File: src/logic/alarm_regs_pkg.sv
// Register map, field layout and reset values of the alarm threshold bank.
package alarm_regs_pkg;

  // ----------------------------------------------------------------
  // Register offsets
  // ----------------------------------------------------------------
  localparam logic [7:0] OFS_PRESSURE_TARGET_HIGH = 8'h16;
  localparam logic [7:0] OFS_PRESSURE_TARGET_LOW = 8'h17;
  localparam logic [7:0] OFS_TEMPERATURE_TARGET = 8'h18;
  localparam logic [7:0] OFS_PRESSURE_WINDOW_FIRST = 8'h19;
  localparam logic [7:0] OFS_PRESSURE_WINDOW_SECOND = 8'h1A;
  localparam logic [7:0] OFS_TEMPERATURE_WINDOW = 8'h1B;
  localparam logic [7:0] OFS_MIN_PRESSURE_UPPER = 8'h1C;
  localparam logic [7:0] OFS_MIN_PRESSURE_MIDDLE = 8'h1D;
  localparam logic [7:0] OFS_MIN_PRESSURE_LOWER = 8'h1E;

  // ----------------------------------------------------------------
  // Threshold byte bank: six plain bytes at consecutive offsets
  // ----------------------------------------------------------------
  localparam int THRESH_COUNT = 6;
  localparam int THRESH_IDX_BITS = 3;
  localparam logic [2:0] IDX_PT_HIGH = 3'h0;
  localparam logic [2:0] IDX_PT_LOW = 3'h1;
  localparam logic [2:0] IDX_TT = 3'h2;
  localparam logic [2:0] IDX_PW_FIRST = 3'h3;
  localparam logic [2:0] IDX_PW_SECOND = 3'h4;
  localparam logic [2:0] IDX_TW = 3'h5;

  // ----------------------------------------------------------------
  // Minimum pressure layout
  // ----------------------------------------------------------------
  localparam int MIN_WIDTH = 20;
  localparam int MIN_UPPER_MSB = 19;
  localparam int MIN_UPPER_LSB = 12;
  localparam int MIN_MIDDLE_MSB = 11;
  localparam int MIN_MIDDLE_LSB = 4;
  localparam int MIN_LOWER_MSB = 3;
  localparam int MIN_LOWER_LSB = 0;
  localparam logic [1:0] MIN_SEL_UPPER = 2'h0;
  localparam logic [1:0] MIN_SEL_MIDDLE = 2'h1;
  localparam logic [1:0] MIN_SEL_LOWER = 2'h2;
  localparam logic [3:0] MIN_LOWER_RESERVED = 4'h0;

  // ----------------------------------------------------------------
  // Reset values
  // ----------------------------------------------------------------
  localparam logic [7:0] RESET_BYTE = 8'h00;
  localparam logic [19:0] RESET_MIN = 20'h00000;
  localparam logic [7:0] READ_UNMAPPED = 8'h00;

endpackage

File: src/logic/alarm_threshold_and_min_capture_regs.sv
// Alarm target, window and minimum pressure register bank.
`timescale 1ns/10ps
`default_nettype none
module alarm_threshold_and_min_capture_regs
  import alarm_regs_pkg::*;
(
  input wire logic mclk_i,
  input wire logic rst_i,
  input wire logic [7:0] reg_addr_i,
  input wire logic [7:0] reg_wdata_i,
  input wire logic reg_wr_i,
  input wire logic reg_rd_i,
  output logic [7:0] reg_rdata_o,
  output logic reg_rvalid_o,
  output logic reg_wack_o,
  output logic reg_unmapped_o,
  input wire logic press_sample_valid_i,
  input wire logic [19:0] press_sample_i,
  output logic [15:0] pressure_target_o,
  output logic signed [7:0] temperature_target_o,
  output logic [15:0] pressure_window_o,
  output logic [7:0] temperature_window_o,
  output logic [19:0] min_pressure_o
);

  // ----------------------------------------------------------------
  // Address decode
  // ----------------------------------------------------------------
  // Offsets outside the bank leave both hit flags low, so a read
  // returns zero and the unmapped flag pulses instead
  logic thresh_hit;
  logic [2:0] thresh_idx;
  logic min_hit;
  logic [1:0] min_sel;
  logic mapped;

  // Threshold bytes occupy one contiguous run of offsets
  always_comb begin
    thresh_hit = 1'b0;
    thresh_idx = IDX_PT_HIGH;
    min_hit = 1'b0;
    min_sel = MIN_SEL_UPPER;
    case (reg_addr_i)
      OFS_PRESSURE_TARGET_HIGH: begin
        thresh_hit = 1'b1;
        thresh_idx = IDX_PT_HIGH;
      end
      OFS_PRESSURE_TARGET_LOW: begin
        thresh_hit = 1'b1;
        thresh_idx = IDX_PT_LOW;
      end
      OFS_TEMPERATURE_TARGET: begin
        thresh_hit = 1'b1;
        thresh_idx = IDX_TT;
      end
      OFS_PRESSURE_WINDOW_FIRST: begin
        thresh_hit = 1'b1;
        thresh_idx = IDX_PW_FIRST;
      end
      OFS_PRESSURE_WINDOW_SECOND: begin
        thresh_hit = 1'b1;
        thresh_idx = IDX_PW_SECOND;
      end
      OFS_TEMPERATURE_WINDOW: begin
        thresh_hit = 1'b1;
        thresh_idx = IDX_TW;
      end
      OFS_MIN_PRESSURE_UPPER: begin
        min_hit = 1'b1;
        min_sel = MIN_SEL_UPPER;
      end
      OFS_MIN_PRESSURE_MIDDLE: begin
        min_hit = 1'b1;
        min_sel = MIN_SEL_MIDDLE;
      end
      OFS_MIN_PRESSURE_LOWER: begin
        min_hit = 1'b1;
        min_sel = MIN_SEL_LOWER;
      end
      default: begin
        thresh_hit = 1'b0;
        min_hit = 1'b0;
      end
    endcase
  end

  // Either hit means this bank owns the offset
  assign mapped = thresh_hit | min_hit;

  // ----------------------------------------------------------------
  // Threshold byte storage
  // ----------------------------------------------------------------
  logic [7:0] thresh_byte [THRESH_COUNT];

  // One plain read/write byte per entry, cleared at reset
  // Each entry matches the decoded index against its own position
  generate
    for (genvar g = 0; g < THRESH_COUNT; g++) begin : g_thresh
      always_ff @(posedge mclk_i or posedge rst_i) begin
        if (rst_i) begin
          thresh_byte[g] <= RESET_BYTE;
        end else if (reg_wr_i && thresh_hit && (thresh_idx == THRESH_IDX_BITS'(g))) begin
          thresh_byte[g] <= reg_wdata_i;
        end
      end
    end
  endgenerate

  // ----------------------------------------------------------------
  // Exported threshold values
  // ----------------------------------------------------------------
  // No latching across byte pairs: between two host writes of one
  // 16-bit value the comparator briefly sees a half-updated value
  // Target high byte at the lower offset, low byte at the next
  assign pressure_target_o = {thresh_byte[IDX_PT_HIGH], thresh_byte[IDX_PT_LOW]};
  // Signed view lets the comparator handle sub-zero targets directly
  assign temperature_target_o = $signed(thresh_byte[IDX_TT]);
  // Window first byte carries the upper eight bits
  assign pressure_window_o = {thresh_byte[IDX_PW_FIRST], thresh_byte[IDX_PW_SECOND]};
  assign temperature_window_o = thresh_byte[IDX_TW];

  // ----------------------------------------------------------------
  // Minimum pressure capture
  // ----------------------------------------------------------------
  logic [19:0] min_value;
  logic min_wr;

  // Host writes reach the store only for the three minimum offsets
  assign min_wr = reg_wr_i && min_hit;

  // A sample that is taken and a host write in one cycle: the sample is kept
  min_pressure_track min_pressure_track_inst (
    .mclk_i(mclk_i),
    .rst_i(rst_i),
    .sample_valid_i(press_sample_valid_i),
    .sample_i(press_sample_i),
    .host_wr_i(min_wr),
    .host_sel_i(min_sel),
    .host_data_i(reg_wdata_i),
    .min_o(min_value)
  );

  assign min_pressure_o = min_value;

  // ----------------------------------------------------------------
  // Read data select
  // ----------------------------------------------------------------
  logic [7:0] read_mux;

  // Reserved nibble of the lower minimum byte is forced to zero
  // A read with a write in the same cycle sees the byte before the write
  always_comb begin
    read_mux = READ_UNMAPPED;
    if (thresh_hit) begin
      read_mux = thresh_byte[thresh_idx];
    end else if (min_hit) begin
      case (min_sel)
        MIN_SEL_UPPER: read_mux = min_value[MIN_UPPER_MSB:MIN_UPPER_LSB];
        MIN_SEL_MIDDLE: read_mux = min_value[MIN_MIDDLE_MSB:MIN_MIDDLE_LSB];
        MIN_SEL_LOWER: read_mux = {min_value[MIN_LOWER_MSB:MIN_LOWER_LSB], MIN_LOWER_RESERVED};
        default: read_mux = READ_UNMAPPED;
      endcase
    end
  end

  // ----------------------------------------------------------------
  // Read data register
  // ----------------------------------------------------------------
  // Registered so the serial engine sees a stable byte one cycle later
  // Byte stands until the next read strobe, so a slow engine may fetch it late
  always_ff @(posedge mclk_i or posedge rst_i) begin
    if (rst_i) begin
      reg_rdata_o <= RESET_BYTE;
    end else if (reg_rd_i) begin
      reg_rdata_o <= read_mux;
    end
  end

  // Read strobe echoed as a one-cycle valid
  // Issued for unmapped offsets too, so every read gets an answer
  always_ff @(posedge mclk_i or posedge rst_i) begin
    if (rst_i) begin
      reg_rvalid_o <= 1'b0;
    end else begin
      reg_rvalid_o <= reg_rd_i;
    end
  end

  // ----------------------------------------------------------------
  // Access status
  // ----------------------------------------------------------------
  // Write acknowledge, one cycle after the strobe, mapped or not
  // Acknowledging refused writes keeps the serial engine from stalling
  always_ff @(posedge mclk_i or posedge rst_i) begin
    if (rst_i) begin
      reg_wack_o <= 1'b0;
    end else begin
      reg_wack_o <= reg_wr_i;
    end
  end

  // Flags an access to an offset this bank does not own
  // Registered like the other answers so all of them line up in one cycle
  always_ff @(posedge mclk_i or posedge rst_i) begin
    if (rst_i) begin
      reg_unmapped_o <= 1'b0;
    end else begin
      reg_unmapped_o <= (reg_wr_i | reg_rd_i) & ~mapped;
    end
  end

endmodule
`default_nettype wire

File: src/logic/min_pressure_track.sv
// Minimum pressure capture store with host byte writes.
`timescale 1ns/10ps
`default_nettype none
module min_pressure_track
  import alarm_regs_pkg::*;
(
  input wire logic mclk_i,
  input wire logic rst_i,
  input wire logic sample_valid_i,
  input wire logic [19:0] sample_i,
  input wire logic host_wr_i,
  input wire logic [1:0] host_sel_i,
  input wire logic [7:0] host_data_i,
  output logic [19:0] min_o
);

  // ----------------------------------------------------------------
  // Capture decision
  // ----------------------------------------------------------------
  logic [19:0] min_value;
  logic take_sample;
  logic [19:0] next_written;

  // A zero store means empty, so the first sample after a clear loads
  assign take_sample = sample_valid_i && ((min_value == RESET_MIN) || (sample_i < min_value));

  // Host byte merged into the stored value; low nibble of the lower byte is dropped
  always_comb begin
    next_written = min_value;
    case (host_sel_i)
      MIN_SEL_UPPER: next_written[MIN_UPPER_MSB:MIN_UPPER_LSB] = host_data_i;
      MIN_SEL_MIDDLE: next_written[MIN_MIDDLE_MSB:MIN_MIDDLE_LSB] = host_data_i;
      MIN_SEL_LOWER: next_written[MIN_LOWER_MSB:MIN_LOWER_LSB] = host_data_i[7:4];
      default: next_written = min_value;
    endcase
  end

  // ----------------------------------------------------------------
  // Storage
  // ----------------------------------------------------------------
  // Capture wins over a host write in the same cycle so no sample is lost
  always_ff @(posedge mclk_i or posedge rst_i) begin
    if (rst_i) begin
      min_value <= RESET_MIN;
    end else if (take_sample) begin
      min_value <= sample_i;
    end else if (host_wr_i) begin
      min_value <= next_written;
    end
  end

  assign min_o = min_value;

endmodule
`default_nettype wire

File: config.mk
export PLATFORM = sky130hd
export DESIGN_NAME = alarm_threshold_and_min_capture_regs
export DESIGN_NICKNAME = d
export VERILOG_FILES = /design/src/logic/alarm_regs_pkg.sv /design/src/logic/alarm_threshold_and_min_capture_regs.sv /design/src/logic/min_pressure_track.sv
export SDC_FILE = /design/constraint.sdc
export NUM_CORES = 1
export LEC_CHECK = 0
export BUFFER_PORTS_ARGS = -buffer_cell sky130_fd_sc_hd__buf_2
export CAP_MARGIN = 0
export CORE_AREA = 2 2 108 110
export CTS_CLUSTER_DIAMETER = 120
export DETAILED_ROUTE_END_ITERATION = 12
export DIE_AREA = 0 0 110 112
export PLACE_DENSITY = 0.74
export SYNTH_ARGS = -nofsm -noshare
export SYNTH_HDL_FRONTEND = slang
export SYNTH_SLANG_ARGS = --single-unit
File: constraint.sdc
create_clock -name mclk_i -period 2.7 [get_ports mclk_i]
set_clock_uncertainty 0.2 [all_clocks]
set_input_delay 0.675 -clock mclk_i [delete_from_list [all_inputs] [get_ports mclk_i]]
set_output_delay 0.675 -clock mclk_i [all_outputs]
set_load 0.02 [all_outputs]
==> report_table.html, run 1 <==
<table>
<tr><th>Metric</th><th>Value</th></tr>
<tr><th colspan="2">Worst setup path</th></tr>
<tr><td>Number of cells on the worst reg-to-reg path</td><td>9</td></tr>
<tr><td>Largest fanout of any net on the critical path</td><td>8</td></tr>
<tr><td>Setup crit start kind</td><td>flip-flop</td></tr>
<tr><td>Element type at the critical path end</td><td>flip-flop</td></tr>
<tr><td>Worst setup path start</td><td>min_pressure_track_inst.min_o[2]</td></tr>
<tr><td>WP data required</td><td>2.72 ns</td></tr>
<tr><td>Critical path start-end classification</td><td>reg -&gt; reg</td></tr>
<tr><td>Crit path DAT</td><td>between 2 and 3 ns</td></tr>
<tr><td>Reg-to-reg critical path startpoint</td><td>min_pressure_track_inst.min_o[2]</td></tr>
<tr><th colspan="2">Routing</th></tr>
<tr><td>Number of design rule violations left after detail routing</td><td>0</td></tr>
<tr><td>Count of routing violations after the opening detailed-route iteration</td><td>300</td></tr>
<tr><td>Detailed-route wire length</td><td>12870 um</td></tr>
<tr><td>Post-DR vias/cell</td><td>5.535</td></tr>
<tr><td>Vias after detailed routing</td><td>3841</td></tr>
<tr><td>Wire length per cell after detailed routing</td><td>18.54 um</td></tr>
<tr><td>First-pass DRT Iterations</td><td>5</td></tr>
<tr><td>Number of nets still failing antenna checks after routing</td><td>0</td></tr>
<tr><th colspan="2">Die</th></tr>
<tr><td>Width of the die</td><td>110 um</td></tr>
<tr><td>Core Box Area</td><td>11170 um2</td></tr>
<tr><td>I/O pin count</td><td>120</td></tr>
<tr><td>Full die area</td><td>about 12000 um2</td></tr>
<tr><td>Die Ht</td><td>112 um</td></tr>
<tr><td>Starting density of the core</td><td>0.3940</td></tr>
<tr><td>Standard-cell row count</td><td>39</td></tr>
<tr><th colspan="2">Timing</th></tr>
<tr><td>Slew margin rel.</td><td>0.7010</td></tr>
<tr><td>Final-report hold violation count</td><td>0</td></tr>
<tr><td>Final setup violation count</td><td>0</td></tr>
<tr><td>Slew at the pin with the worst max-slew slack</td><td>0.4450 ns</td></tr>
<tr><td>Achievable frequency</td><td>around 390 MHz</td></tr>
<tr><td>Number of slew-limit violations in the final report</td><td>0</td></tr>
<tr><td>Worst hold-check slack</td><td>0.2126 ns</td></tr>
<tr><td>Unrepaired setup endpoints after global routing</td><td>false</td></tr>
<tr><td>Setup total negative slack</td><td>0 ns</td></tr>
<tr><td>Min cycle time layout</td><td>roughly 2.6 ns</td></tr>
<tr><td>Final critical-path share of the clock period</td><td>0.9594</td></tr>
<tr><th colspan="2">Global route</th></tr>
<tr><td>Number of antenna violations at the first check in global routing</td><td>0</td></tr>
<tr><td>Residual overflow from global routing</td><td>0</td></tr>
<tr><td>Vias in the first global route</td><td>3941</td></tr>
<tr><td>Combined global-route utilization of all metal layers</td><td>0.2216</td></tr>
<tr><td>Global-route wire length before repair</td><td>around 21000 um</td></tr>
<tr><td>Largest net degree at the start of global routing</td><td>80</td></tr>
<tr><th colspan="2">Synth</th></tr>
<tr><td>Post-synthesis cell type count</td><td>42</td></tr>
<tr><td>Avg Inst Size Synth</td><td>11.04 um2</td></tr>
<tr><td>Sequential-to-total area share from yosys stat</td><td>0.4490</td></tr>
<tr><td>Synthesis-stage register bit count</td><td>around 80</td></tr>
<tr><td>Async S/R FF share, synth</td><td>1.000</td></tr>
<tr><td>EDFF count, synth</td><td>0</td></tr>
<tr><td>Gate Count Post-Synth</td><td>399</td></tr>
<tr><td>Synthesized Nets</td><td>459</td></tr>
<tr><td>Post-Syn Area</td><td>between 4000 and 5000 um2</td></tr>
<tr><td>Total of warnings raised by yosys</td><td>0</td></tr>
<tr><td>Synth Flop Type</td><td>dfrtp_1</td></tr>
<tr><th colspan="2">Cells and area</th></tr>
<tr><td>Inserted Diodes</td><td>0</td></tr>
<tr><td>Fraction of final layout cells with drive strength greater than 1</td><td>0.4646</td></tr>
<tr><td>Leading cell type in the layout, fill and taps excluded</td><td>buf_2</td></tr>
<tr><td>Final-layout fill cell count</td><td>about 1000</td></tr>
<tr><td>Commonest cells after routing, fill and taps aside</td><td>buf_2, dfrtp_1, mux2_2</td></tr>
<tr><td>Synth-to-layout area growth</td><td>29.95%</td></tr>
<tr><td>Final design instance area without fill</td><td>5722 um2</td></tr>
<tr><td>Post-layout net count</td><td>606</td></tr>
<tr><th colspan="2">Clock network</th></tr>
<tr><td>Clock Root Buffer</td><td>clkbuf_16</td></tr>
<tr><td>Largest buffer count on any clock path</td><td>2</td></tr>
<tr><td>Clock transition at the register clock pins on the worst setup and hold paths after CTS</td><td>0.06 ns</td></tr>
<tr><td>Maximum level of the CTS H-tree</td><td>3</td></tr>
<tr><td>Clock Latency Late Sink</td><td>0.34 ns</td></tr>
<tr><td>Number of clock sinks</td><td>79</td></tr>
<tr><td>Clock buffers created by TritonCTS</td><td>9</td></tr>
<tr><td>Hold-fix buffers at CTS</td><td>0</td></tr>
<tr><td>CTS tree</td><td>built</td></tr>
<tr><th colspan="2">Place</th></tr>
<tr><td>Area post-placement</td><td>roughly 5400 um2</td></tr>
<tr><td>Number of port buffers</td><td>119</td></tr>
<tr><td>Post-detail-place hpwl</td><td>9708 um</td></tr>
<tr><td>Placer's final routability congestion estimate</td><td>0.8561</td></tr>
<tr><th colspan="2">Hold path</th></tr>
<tr><td>Path category of the worst min-delay check</td><td>in -&gt; async</td></tr>
<tr><th colspan="2">Pwr</th></tr>
<tr><td>Leak Pwr</td><td>between 2 and 3 nW</td></tr>
<tr><td>Maximum ir drop on the vdd rail</td><td>between 300 and 400 uV</td></tr>
<tr><td>Total power per unit cell area</td><td>762.7 nW/um2</td></tr>
<tr><td>Power consumption</td><td>4.364 mW</td></tr>
<tr><th colspan="2">Run</th></tr>
<tr><td># Max-Cap Violations</td><td>0</td></tr>
<tr><th colspan="2">Outcome</th></tr>
<tr><td>Result of the run</td><td>completed</td></tr>
</table>
## worst max-delay path, stage by stage (launching register included)
cell and delay, ns:
dfrtp_1 0.41, inv_1 0.07, ha_1 0.29, a211oi_1 0.25, o21ai_0 0.17, a21oi_1 0.19, o221ai_1 0.15, a21boi_2 0.18
buf_4 0.20, mux2_2 0.35
## repair_timing
| action | CTS | global route |
|---|---|---|
| setup endpoints to repair | 0 | 17 |
| resized for setup | 0 | 2 |
| setup buffers | 0 | 0 |
## where the power goes
part           switching, mW  total [mW]  internal [mW]
combinational          0.891        1.53          0.644
clock                  0.508        1.23          0.725
sequential             0.218        1.60           1.38
## registers in the layout, summed over array words and instances (netlist names)
register and cells:
min_pressure_track_inst.min_o 20, pressure_target_o 16, pressure_window_o 16, reg_rdata_o 8, temperature_target_o 8, temperature_window_o 8
reg_rvalid_o 1, reg_unmapped_o 1, reg_wack_o 1
## metrics by stage
| step | worst slack (ns) | cells | utilization |
|---|---|---|---|
| floorplan | 0.03118 | 399 | - |
| global placement | -0.1751 | 678 | 0.4843 |
| detailed placement | -0.2524 | 678 | 0.4843 |
| CTS | 0.05190 | 694 | 0.5114 |
| global route | 0.01362 | 694 | 0.5120 |
| finish | 0.1097 | 694 | 0.5120 |
## cell usage after synthesis (all sizes together) (9+ instances only)
master,count,area share
dfrtp,79,0.45
mux2,71,0.18
nand2,41,0.035
o21ai,32,0.036
inv,23,0.020
a21oi,19,0.022
ha,19,0.054
mux2i,14,0.032
nor2,13,0.013
buf,9,0.011
clkbuf,9,0.0077
nor3,9,0.014
## cell type report
type | instances | area [um2] | share of cell area
Multi-Input combinational cell | 278 | 2257 | 0.3945
Sequential cell | 79 | 1977 | 0.3455
Timing Repair Buffer | 154 | 912.1 | 0.1594
Clock buffer | 9 | 225.2 | 0.03936
Tap cell | 143 | 178.9 | 0.03127
Inverter | 24 | 93.84 | 0.01640
Clock inverter | 7 | 77.57 | 0.01356
## worst paths after layout
path	to	slack [ns]
min	min_pressure_track_inst.min_o[3]	0.21
min reg2reg	reg_rdata_o[7]	0.28
max in group asynchronous	reg_rdata_o[0]	1.71
max reg2reg	min_pressure_track_inst.min_o[5]	0.11
min in group mclk_i	reg_rdata_o[7]	0.28
max	min_pressure_track_inst.min_o[5]	0.11
## cells by family (layout without fill, tap and decap cells)
kind of cell,Yosys count,after routing,share of synthesized area
buf+inv,42,194,0.03921
simple gates,86,86,0.1125
fa+ha+maj,19,19,0.05399
flops,79,79,0.4490
mux,85,85,0.2134
compound gates,88,88,0.1319
## metal layers
layer	part of all wire	vias up	GRT usage	wire [um]
li1	-	1757	-	-
met4	0.025	0	0.08945	323
met3	0.076	20	0.04508	981
met1	0.42	1914	0.2924	5384
met2	0.48	150	0.3534	6180
met5	0	-	0	0
Note: power is estimated with default switching activity, not from simulation.
==> run 2, diff against run 1 <==
CORE_AREA = 2 2 98 100   (was 2 2 108 110)
CTS_BUF_LIST = sky130_fd_sc_hd__clkbuf_2   (was not set)
DIE_AREA = 0 0 100 102   (was 0 0 110 112)
PLACE_DENSITY = 0.86   (was 0.74)
==> run 2 against run 1 <==
Sequential power about the same; largest cell class unchanged; via count increased by 4.5%; largest power group is now combinational logic; routed wire length increased by 3.9%; critical path type unchanged.
==> report_table.html, run 2 (same netlist as run 1, synthesis figures left out) <==
<table>
<tr><th>Metric</th><th>Value</th></tr>
<tr><th colspan="2">Clock network</th></tr>
<tr><td>Largest buffer count on any clock path</td><td>2 (unchanged)</td></tr>
<tr><td>Clock transition at the register clock pins on the worst setup and hold paths after CTS</td><td>0.25 ns (+0.19 ns)</td></tr>
<tr><td>Clock Root Buffer</td><td>clkbuf_2</td></tr>
<tr><td>Number of clock sinks</td><td>79 (unchanged)</td></tr>
<tr><td>Clock buffers created by TritonCTS</td><td>9 (unchanged)</td></tr>
<tr><td>Maximum level of the CTS H-tree</td><td>3 (unchanged)</td></tr>
<tr><td>Clock Latency Late Sink</td><td>0.56 ns (+0.22 ns)</td></tr>
<tr><td>CTS tree</td><td>built</td></tr>
<tr><th colspan="2">Die</th></tr>
<tr><td>I/O pin count</td><td>120 (unchanged)</td></tr>
<tr><td>Width of the die</td><td>100 um (-9.1%)</td></tr>
<tr><td>Starting density of the core</td><td>0.4834 (+0.08936)</td></tr>
<tr><td>Full die area</td><td>10200 um2 (-17%)</td></tr>
<tr><td>Standard-cell row count</td><td>35 (-10%)</td></tr>
<tr><td>Die Ht</td><td>102 um (-8.9%)</td></tr>
<tr><td>Core Box Area</td><td>9109 um2 (-18%)</td></tr>
<tr><th colspan="2">Cells and area</th></tr>
<tr><td>Final Core Density</td><td>0.6199 (+0.1079)</td></tr>
<tr><td>Final cell count without fillers</td><td>677 (-2.4%)</td></tr>
<tr><td>Synth-to-layout area growth</td><td>28.25%</td></tr>
<tr><td>Final design instance area without fill</td><td>5647 um2 (-1.3%)</td></tr>
<tr><td>Post-layout net count</td><td>621 (+2.5%)</td></tr>
<tr><td>Largest register FFs</td><td>20 (unchanged)</td></tr>
<tr><td>Fraction of final layout cells with drive strength greater than 1</td><td>0.4876 (+0.02302)</td></tr>
<tr><td>Leading cell type in the layout, fill and taps excluded</td><td>buf_2</td></tr>
<tr><td>Inserted Diodes</td><td>0 (unchanged)</td></tr>
<tr><td>Final-layout fill cell count</td><td>737 (-27%)</td></tr>
<tr><td>Commonest cells after routing, fill and taps aside</td><td>buf_2, dfrtp_1, mux2_2</td></tr>
<tr><th colspan="2">Pwr</th></tr>
<tr><td>Maximum ir drop on the vdd rail</td><td>352.1 uV (+7.8%)</td></tr>
<tr><td>Power consumption</td><td>4.064 mW (-6.9%)</td></tr>
<tr><td>Leak Pwr</td><td>2.889 nW (about the same)</td></tr>
<tr><td>Total power per unit cell area</td><td>719.6 nW/um2 (-5.6%)</td></tr>
<tr><th colspan="2">Timing</th></tr>
<tr><td>Final setup violation count</td><td>0 (unchanged)</td></tr>
<tr><td>Worst Slack Setup Final</td><td>0.08880 ns (-0.02088 ns)</td></tr>
<tr><td>Setup total negative slack</td><td>0 ns (unchanged)</td></tr>
<tr><td>Slew margin rel.</td><td>0.7038 (+0.002759)</td></tr>
<tr><td>Worst hold-check slack</td><td>0.1300 ns (-0.08258 ns)</td></tr>
<tr><td>Number of slew-limit violations in the final report</td><td>0 (unchanged)</td></tr>
<tr><td>Final-report hold violation count</td><td>0 (unchanged)</td></tr>
<tr><td>Final critical-path share of the clock period</td><td>0.9671 (+0.007735)</td></tr>
<tr><td>Slew at the pin with the worst max-slew slack</td><td>0.4409 ns (-0.004107 ns)</td></tr>
<tr><td>Min cycle time layout</td><td>2.611 ns (+0.02088 ns)</td></tr>
<tr><td>Achievable frequency</td><td>383.0 MHz (-0.80%)</td></tr>
<tr><th colspan="2">Worst setup path</th></tr>
<tr><td>CP max stage delay</td><td>0.41 ns (about the same)</td></tr>
<tr><td>Largest fanout of any net on the critical path</td><td>6 (-2)</td></tr>
<tr><td>Buf+Inv Stages, Crit Path</td><td>2 (unchanged)</td></tr>
<tr><td>Largest delay contributor family on the critical path</td><td>compound AO/OA/AOI/OAI gates</td></tr>
<tr><td>Endpoint of the lowest-slack register-to-register path</td><td>min_pressure_track_inst.min_o[14]</td></tr>
<tr><td>Element type at the critical path end</td><td>flip-flop</td></tr>
<tr><td>Setup crit start kind</td><td>flip-flop</td></tr>
<tr><td>Worst-path cell chain</td><td>inv_1 -&gt; ha_1 -&gt; a211oi_2 -&gt; o21ai_0 -&gt; a21oi_1 -&gt; o221ai_1 -&gt; a21boi_2 -&gt; buf_6 -&gt; mux2_2</td></tr>
<tr><td>Number of cells on the worst reg-to-reg path</td><td>9 (unchanged)</td></tr>
<tr><td>Critical path start-end classification</td><td>reg -&gt; reg</td></tr>
<tr><td>Reg-to-reg critical path startpoint</td><td>min_pressure_track_inst.min_o[2]</td></tr>
<tr><td>Flop2flop setup slack</td><td>0.09 ns (-0.02 ns)</td></tr>
<tr><td>Crit path DAT</td><td>2.87 ns (+0.26 ns)</td></tr>
<tr><td>Library cell contributing the largest single delay on the critical path</td><td>dfrtp_1</td></tr>
<tr><td>WP data required</td><td>2.96 ns (+0.24 ns)</td></tr>
<tr><th colspan="2">Hold path</th></tr>
<tr><td>Critical hold path startpoint</td><td>reg_rd_i</td></tr>
<tr><td>Worst-case hold path end point</td><td>reg_rvalid_o</td></tr>
<tr><td>Hold Crit Depth</td><td>1</td></tr>
<tr><td>Path category of the worst min-delay check</td><td>in -&gt; reg</td></tr>
<tr><th colspan="2">Place</th></tr>
<tr><td>Area post-placement</td><td>5389 um2 (-0.42%)</td></tr>
<tr><td>Number of port buffers</td><td>119 (unchanged)</td></tr>
<tr><td>Setup slack after placement</td><td>-0.2263 ns (+0.02615 ns)</td></tr>
<tr><td>Post-detail-place hpwl</td><td>9871 um (+1.7%)</td></tr>
<tr><td>Placer's final routability congestion estimate</td><td>0.9631 (+12%)</td></tr>
<tr><td>Cell count after placement</td><td>650 (-4.1%)</td></tr>
<tr><th colspan="2">Routing</th></tr>
<tr><td>Number of design rule violations left after detail routing</td><td>0 (unchanged)</td></tr>
<tr><td>Detailed-route wire length</td><td>13370 um (+3.9%)</td></tr>
<tr><td>Wire length per cell after detailed routing</td><td>19.75 um (+6.5%)</td></tr>
<tr><td>Post-DR vias/cell</td><td>5.929 (+7.1%)</td></tr>
<tr><td>First-pass DRT Iterations</td><td>7 (+2)</td></tr>
<tr><td>Number of nets still failing antenna checks after routing</td><td>0 (unchanged)</td></tr>
<tr><td>Vias after detailed routing</td><td>4014 (+4.5%)</td></tr>
<tr><td>Count of routing violations after the opening detailed-route iteration</td><td>346 (+15%)</td></tr>
<tr><th colspan="2">Global route</th></tr>
<tr><td>Residual overflow from global routing</td><td>0 (unchanged)</td></tr>
<tr><td>Largest net degree at the start of global routing</td><td>43 (-46%)</td></tr>
<tr><td>Vias in the first global route</td><td>3980 (+0.99%)</td></tr>
<tr><td>Number of antenna violations at the first check in global routing</td><td>0 (unchanged)</td></tr>
<tr><td>Combined global-route utilization of all metal layers</td><td>0.2605 (+0.03888)</td></tr>
<tr><td>Global-route wire length before repair</td><td>20270 um (-2.2%)</td></tr>
<tr><th colspan="2">Outcome</th></tr>
<tr><td>Result of the run</td><td>completed</td></tr>
<tr><th colspan="2">Run</th></tr>
<tr><td># Max-Cap Violations</td><td>0 (unchanged)</td></tr>
</table>
## run 2: cell types whose count changed in the layout (fill, tap and decap cells not counted), sizes merged
cell	delta
clkinv	+2
inv	-1
clkinvlp	-1
buf	+14
dlygate4sd3	+1
## run 2: worst max path at each step
| stage | from | to | slack [ns] | cells after the start |
|---|---|---|---|---|
| 5_1_grt | min_pressure_track_inst.min_o[15] | min_pressure_track_inst.min_o[14] | -0.03 | 9 |
| 6_report | min_pressure_track_inst.min_o[2] | min_pressure_track_inst.min_o[14] | 0.09 | 9 |
| 2_1_floorplan | press_sample_i[9] | min_pressure_track_inst.min_o[0] | 0.03 | 8 |
| 3_5_place_dp | press_sample_i[11] | min_pressure_track_inst.min_o[14] | -0.23 | 9 |
| 3_3_place_gp | press_sample_i[9] | min_pressure_track_inst.min_o[12] | -0.15 | 9 |
| 4_1_cts | min_pressure_track_inst.min_o[11] | min_pressure_track_inst.min_o[14] | 0.07 | 9 |
## run 2: timing repair
action                                  4_1_cts  5_1_grt
endpoints found under the setup margin        0       20
resized for setup                             0       15
hold buffers                                  1        0
endpoints found under the hold margin         8        0
setup buffers                                 0        8
## run 2: area by class of cell
| cell class | instances | area, um2 | area share |
|---|---|---|---|
| Tap cell | 111 | 138.9 | 0.02460 |
| Multi-Input combinational cell | 278 | 2285 | 0.4046 |
| Clock buffer | 9 | 45.04 | 0.007977 |
| Inverter | 24 | 93.84 | 0.01662 |
| Clock inverter | 7 | 78.83 | 0.01396 |
| Timing Repair Buffer | 169 | 1026 | 0.1817 |
| Sequential cell | 79 | 1979 | 0.3505 |
## run 2: metal layers
metal | part of all wire | track usage | vias up
met1 | 0.41 | 0.3342 | 1992
met5 | 0 | 0 | -
met4 | 0.034 | 0.1254 | 0
met3 | 0.066 | 0.04788 | 39
met2 | 0.49 | 0.4298 | 193
li1 | - | - | 1790
## run 2: worst register-to-register path, stage by stage (launching register included)
cell and delay, ns:
dfrtp_1 0.41, inv_1 0.06, ha_1 0.30, a211oi_2 0.22
o21ai_0 0.12, a21oi_1 0.21, o221ai_1 0.16, a21boi_2 0.33
buf_6 0.19, mux2_2 0.34
## run 2: where the power goes
part | switching [mW] | total [mW] | internal [mW]
Sequential | 0.192 | 1.57 | 1.38
Clock | 0.464 | 0.689 | 0.225
Combinational | 1.01 | 1.80 | 0.797
Total | 1.66 | 4.06 | 2.40
==> run 3, diff against run 2 <==
ABC_CLOCK_PERIOD_IN_PS = 2700   (was not set)
SETUP_SLACK_MARGIN = 0.3   (was not set)
==> run 3 against run 2 <==
Combinational power rose by 18%; die area unchanged; final cell count is 0.59% higher; highest routed layer unchanged; maximum frequency is 6.8% higher; clock power grew 4.4%.
==> report_table.html, run 3 (same netlist as run 1, synthesis figures left out) <==
<table>
<tr><th>Metric</th><th>Value</th></tr>
<tr><th colspan="2">Outcome</th></tr>
<tr><td>Result of the run</td><td>completed</td></tr>
<tr><th colspan="2">Global route</th></tr>
<tr><td>Met2 Use GR</td><td>0.4511 (+0.02131)</td></tr>
<tr><td>Combined global-route utilization of all metal layers</td><td>0.2637 (+0.003245)</td></tr>
<tr><td>Most heavily used metal layer in global routing</td><td>met2</td></tr>
<tr><td>Number of antenna violations at the first check in global routing</td><td>0 (unchanged)</td></tr>
<tr><td>Largest net degree at the start of global routing</td><td>39 (-9.3%)</td></tr>
<tr><td>Routing usage on met3</td><td>0.05404 (+0.006156)</td></tr>
<tr><td>Vias in the first global route</td><td>4113 (+3.3%)</td></tr>
<tr><td>Global-route wire length before repair</td><td>20730 um (+2.3%)</td></tr>
<tr><td>Met1 demand-to-capacity share in global routing</td><td>0.3323 (-0.001912)</td></tr>
<tr><td>Residual overflow from global routing</td><td>0 (unchanged)</td></tr>
<tr><th colspan="2">Timing</th></tr>
<tr><td>Achievable frequency</td><td>409.1 MHz (+6.8%)</td></tr>
<tr><td>Final critical-path share of the clock period</td><td>0.9054 (-0.06173)</td></tr>
<tr><td>Worst hold-check slack</td><td>0.1572 ns (+0.02719 ns)</td></tr>
<tr><td>Final-report hold violation count</td><td>0 (unchanged)</td></tr>
<tr><td>Final setup violation count</td><td>0 (unchanged)</td></tr>
<tr><td>Setup total negative slack</td><td>0 ns (unchanged)</td></tr>
<tr><td>Unrepaired setup endpoints after global routing</td><td>true</td></tr>
<tr><td>Slew margin rel.</td><td>0.6999 (-0.003918)</td></tr>
<tr><td>Number of slew-limit violations in the final report</td><td>0 (unchanged)</td></tr>
<tr><td>Min cycle time layout</td><td>2.445 ns (-0.1667 ns)</td></tr>
<tr><td>Slew at the pin with the worst max-slew slack</td><td>0.4468 ns (+0.005831 ns)</td></tr>
<tr><th colspan="2">Cells and area</th></tr>
<tr><td>Inserted Diodes</td><td>0 (unchanged)</td></tr>
<tr><td>Leading cell type in the layout, fill and taps excluded</td><td>buf_2</td></tr>
<tr><td>Post-layout net count</td><td>625 (+0.64%)</td></tr>
<tr><td>Final cell count without fillers</td><td>681 (+0.59%)</td></tr>
<tr><td>Largest register FFs</td><td>20 (unchanged)</td></tr>
<tr><td>Fraction of final layout cells with drive strength greater than 1</td><td>0.5368 (+0.04921)</td></tr>
<tr><td>Final Core Density</td><td>0.6560 (+0.03613)</td></tr>
<tr><td>Synth-to-layout area growth</td><td>35.72%</td></tr>
<tr><td>Final design instance area without fill</td><td>5976 um2 (+5.8%)</td></tr>
<tr><td>Commonest cells after routing, fill and taps aside</td><td>buf_2, dfrtp_1, mux2_2</td></tr>
<tr><th colspan="2">Pwr</th></tr>
<tr><td>Leak Pwr</td><td>3.021 nW (+4.6%)</td></tr>
<tr><td>Maximum ir drop on the vdd rail</td><td>346.1 uV (-1.7%)</td></tr>
<tr><td>Total power per unit cell area</td><td>738.2 nW/um2 (+2.6%)</td></tr>
<tr><th colspan="2">Place</th></tr>
<tr><td>Number of port buffers</td><td>119 (unchanged)</td></tr>
<tr><td>Cell count after placement</td><td>645 (-0.77%)</td></tr>
<tr><td>Area post-placement</td><td>5634 um2 (+4.6%)</td></tr>
<tr><td>Placer's final routability congestion estimate</td><td>0.9134 (-5.2%)</td></tr>
<tr><td>Post-detail-place hpwl</td><td>9823 um (-0.48%)</td></tr>
<tr><th colspan="2">Clock network</th></tr>
<tr><td>Clock Latency Late Sink</td><td>0.55 ns (about the same)</td></tr>
<tr><td>Maximum level of the CTS H-tree</td><td>3 (unchanged)</td></tr>
<tr><td>Clock buffers created by TritonCTS</td><td>9 (unchanged)</td></tr>
<tr><td>Largest buffer count on any clock path</td><td>2 (unchanged)</td></tr>
<tr><td>CTS tree</td><td>built</td></tr>
<tr><td>Number of clock sinks</td><td>79 (unchanged)</td></tr>
<tr><td>Clock transition at the register clock pins on the worst setup and hold paths after CTS</td><td>0.26 ns (about the same)</td></tr>
<tr><td>Clock Root Buffer</td><td>clkbuf_2</td></tr>
<tr><th colspan="2">Hold path</th></tr>
<tr><td>Worst-case hold path end point</td><td>min_pressure_track_inst.min_o[3]</td></tr>
<tr><td>Hold Crit Depth</td><td>2 (+1)</td></tr>
<tr><td>Critical hold path startpoint</td><td>press_sample_i[3]</td></tr>
<tr><td>Path category of the worst min-delay check</td><td>in -&gt; reg</td></tr>
<tr><th colspan="2">Worst setup path</th></tr>
<tr><td>Element type at the critical path end</td><td>flip-flop</td></tr>
<tr><td>Largest fanout of any net on the critical path</td><td>8 (+2)</td></tr>
<tr><td>Worst-path cell chain</td><td>inv_1 -&gt; ha_4 -&gt; a21oi_1 -&gt; nor2_1 -&gt; a211oi_1 -&gt; o221ai_1 -&gt; a21boi_2 -&gt; buf_6 -&gt; mux2_4</td></tr>
<tr><td>Crit path DAT</td><td>2.70 ns (-0.17 ns)</td></tr>
<tr><td>Setup crit start kind</td><td>flip-flop</td></tr>
<tr><td>Number of cells on the worst reg-to-reg path</td><td>9 (unchanged)</td></tr>
<tr><td>Library cell contributing the largest single delay on the critical path</td><td>dfrtp_1</td></tr>
<tr><td>CP max stage delay</td><td>0.44 ns (+0.03 ns)</td></tr>
<tr><td>Endpoint of the lowest-slack register-to-register path</td><td>min_pressure_track_inst.min_o[12]</td></tr>
<tr><td>Critical path start-end classification</td><td>reg -&gt; reg</td></tr>
<tr><td>Flop2flop setup slack</td><td>0.26 ns (+0.17 ns)</td></tr>
<tr><td>WP data required</td><td>2.95 ns (about the same)</td></tr>
<tr><td>Reg-to-reg critical path startpoint</td><td>min_pressure_track_inst.min_o[13]</td></tr>
<tr><th colspan="2">Routing</th></tr>
<tr><td>Number of nets still failing antenna checks after routing</td><td>0 (unchanged)</td></tr>
<tr><td>Count of routing violations after the opening detailed-route iteration</td><td>246 (-29%)</td></tr>
<tr><td>Number of design rule violations left after detail routing</td><td>0 (unchanged)</td></tr>
<tr><td>First-pass DRT Iterations</td><td>7 (unchanged)</td></tr>
<tr><td>Detailed-route wire length</td><td>13430 um (+0.49%)</td></tr>
<tr><td>Wire length per cell after detailed routing</td><td>19.73 um (-0.10%)</td></tr>
<tr><td>Post-DR vias/cell</td><td>5.903 (-0.44%)</td></tr>
<tr><td>Vias after detailed routing</td><td>4020 (+0.15%)</td></tr>
<tr><th colspan="2">Die</th></tr>
<tr><td>Width of the die</td><td>100 um (unchanged)</td></tr>
<tr><td>I/O pin count</td><td>120 (unchanged)</td></tr>
<tr><td>Starting density of the core</td><td>0.4834 (unchanged)</td></tr>
<tr><td>Die Ht</td><td>102 um (unchanged)</td></tr>
<tr><td>Full die area</td><td>10200 um2 (unchanged)</td></tr>
<tr><td>Standard-cell row count</td><td>35 (unchanged)</td></tr>
<tr><td>Core Box Area</td><td>9109 um2 (unchanged)</td></tr>
<tr><th colspan="2">Run</th></tr>
<tr><td># Max-Cap Violations</td><td>0 (unchanged)</td></tr>
</table>
run 3: cell count changes in the layout (fill, tap and decap cells not counted), sizes merged:
cell	before	now
clkinv	5	1
buf	168	172
inv	24	27
clkinvlp	1	2
run 3: worst max path at each step:
| stage | from | endpoint | slack (ns) |
|---|---|---|---|
| finish | min_pressure_track_inst.min_o[13] | min_pressure_track_inst.min_o[12] | 0.26 |
| global placement | press_sample_i[2] | min_pressure_track_inst.min_o[14] | -0.03 |
| floorplan | reg_addr_i[6] | min_pressure_track_inst.min_o[16] | 0.11 |
| global route | min_pressure_track_inst.min_o[7] | min_pressure_track_inst.min_o[12] | 0.13 |
| CTS | min_pressure_track_inst.min_o[9] | min_pressure_track_inst.min_o[15] | 0.24 |
| detailed placement | press_sample_i[2] | min_pressure_track_inst.min_o[15] | -0.11 |
run 3: routing by layer:
layer | vias up | wire (um)
met4 | 0 | 295
met5 | - | 0
met2 | 194 | 6844
li1 | 1795 | -
met1 | 2002 | 5328
met3 | 29 | 964
run 3: repair_timing:
action,4_1_cts,5_1_grt
endpoints found under the setup margin,20,20
hold buffers,1,0
gates resized for setup,15,9
endpoints found under the hold margin,14,0
setup buffers,14,5
pin swaps,4,4
run 3: power by group:
group          leakage, nW  internal (mW)  switching (mW)  total (mW)
Sequential            1.04           1.38           0.181        1.56
Clock               0.0758          0.234           0.485       0.719
Combinational         1.91           1.02            1.11        2.13
run 3: per-stage QoR:
| step | worst slack [ns] | total power, mW |
|---|---|---|
| final | 0.2555 | 4.411 |
| after global routing | 0.1327 | 4.637 |
| after CTS | 0.2431 | 4.275 |
| after detailed placement | -0.1138 | 3.322 |
| after global placement | -0.03051 | 3.253 |
| after floorplan | 0.1147 | 2.754 |
run 3: final cells by class:
| class | count | area, um2 |
|---|---|---|
| clock buffers | 9 | 45.04 |
| clock inverters | 7 | 83.83 |
| fillers | 675 | 3133 |
| inverters | 24 | 93.84 |
| multi-input cells | 278 | 2547 |
| flip-flops and latches | 79 | 1977 |
| well taps | 111 | 138.9 |
| repair buffers | 173 | 1090 |
run 3: critical path, delay by kind of cell, from the launching register on:
family                     cells  cell delay (ns)
AOI/OAI and AO/OA              4             0.81
DFF                            1             0.44
buffers and inverters          2             0.32
muxes                          1             0.31
adders and majority gates      1             0.22
and+or+nand+nor                1             0.06
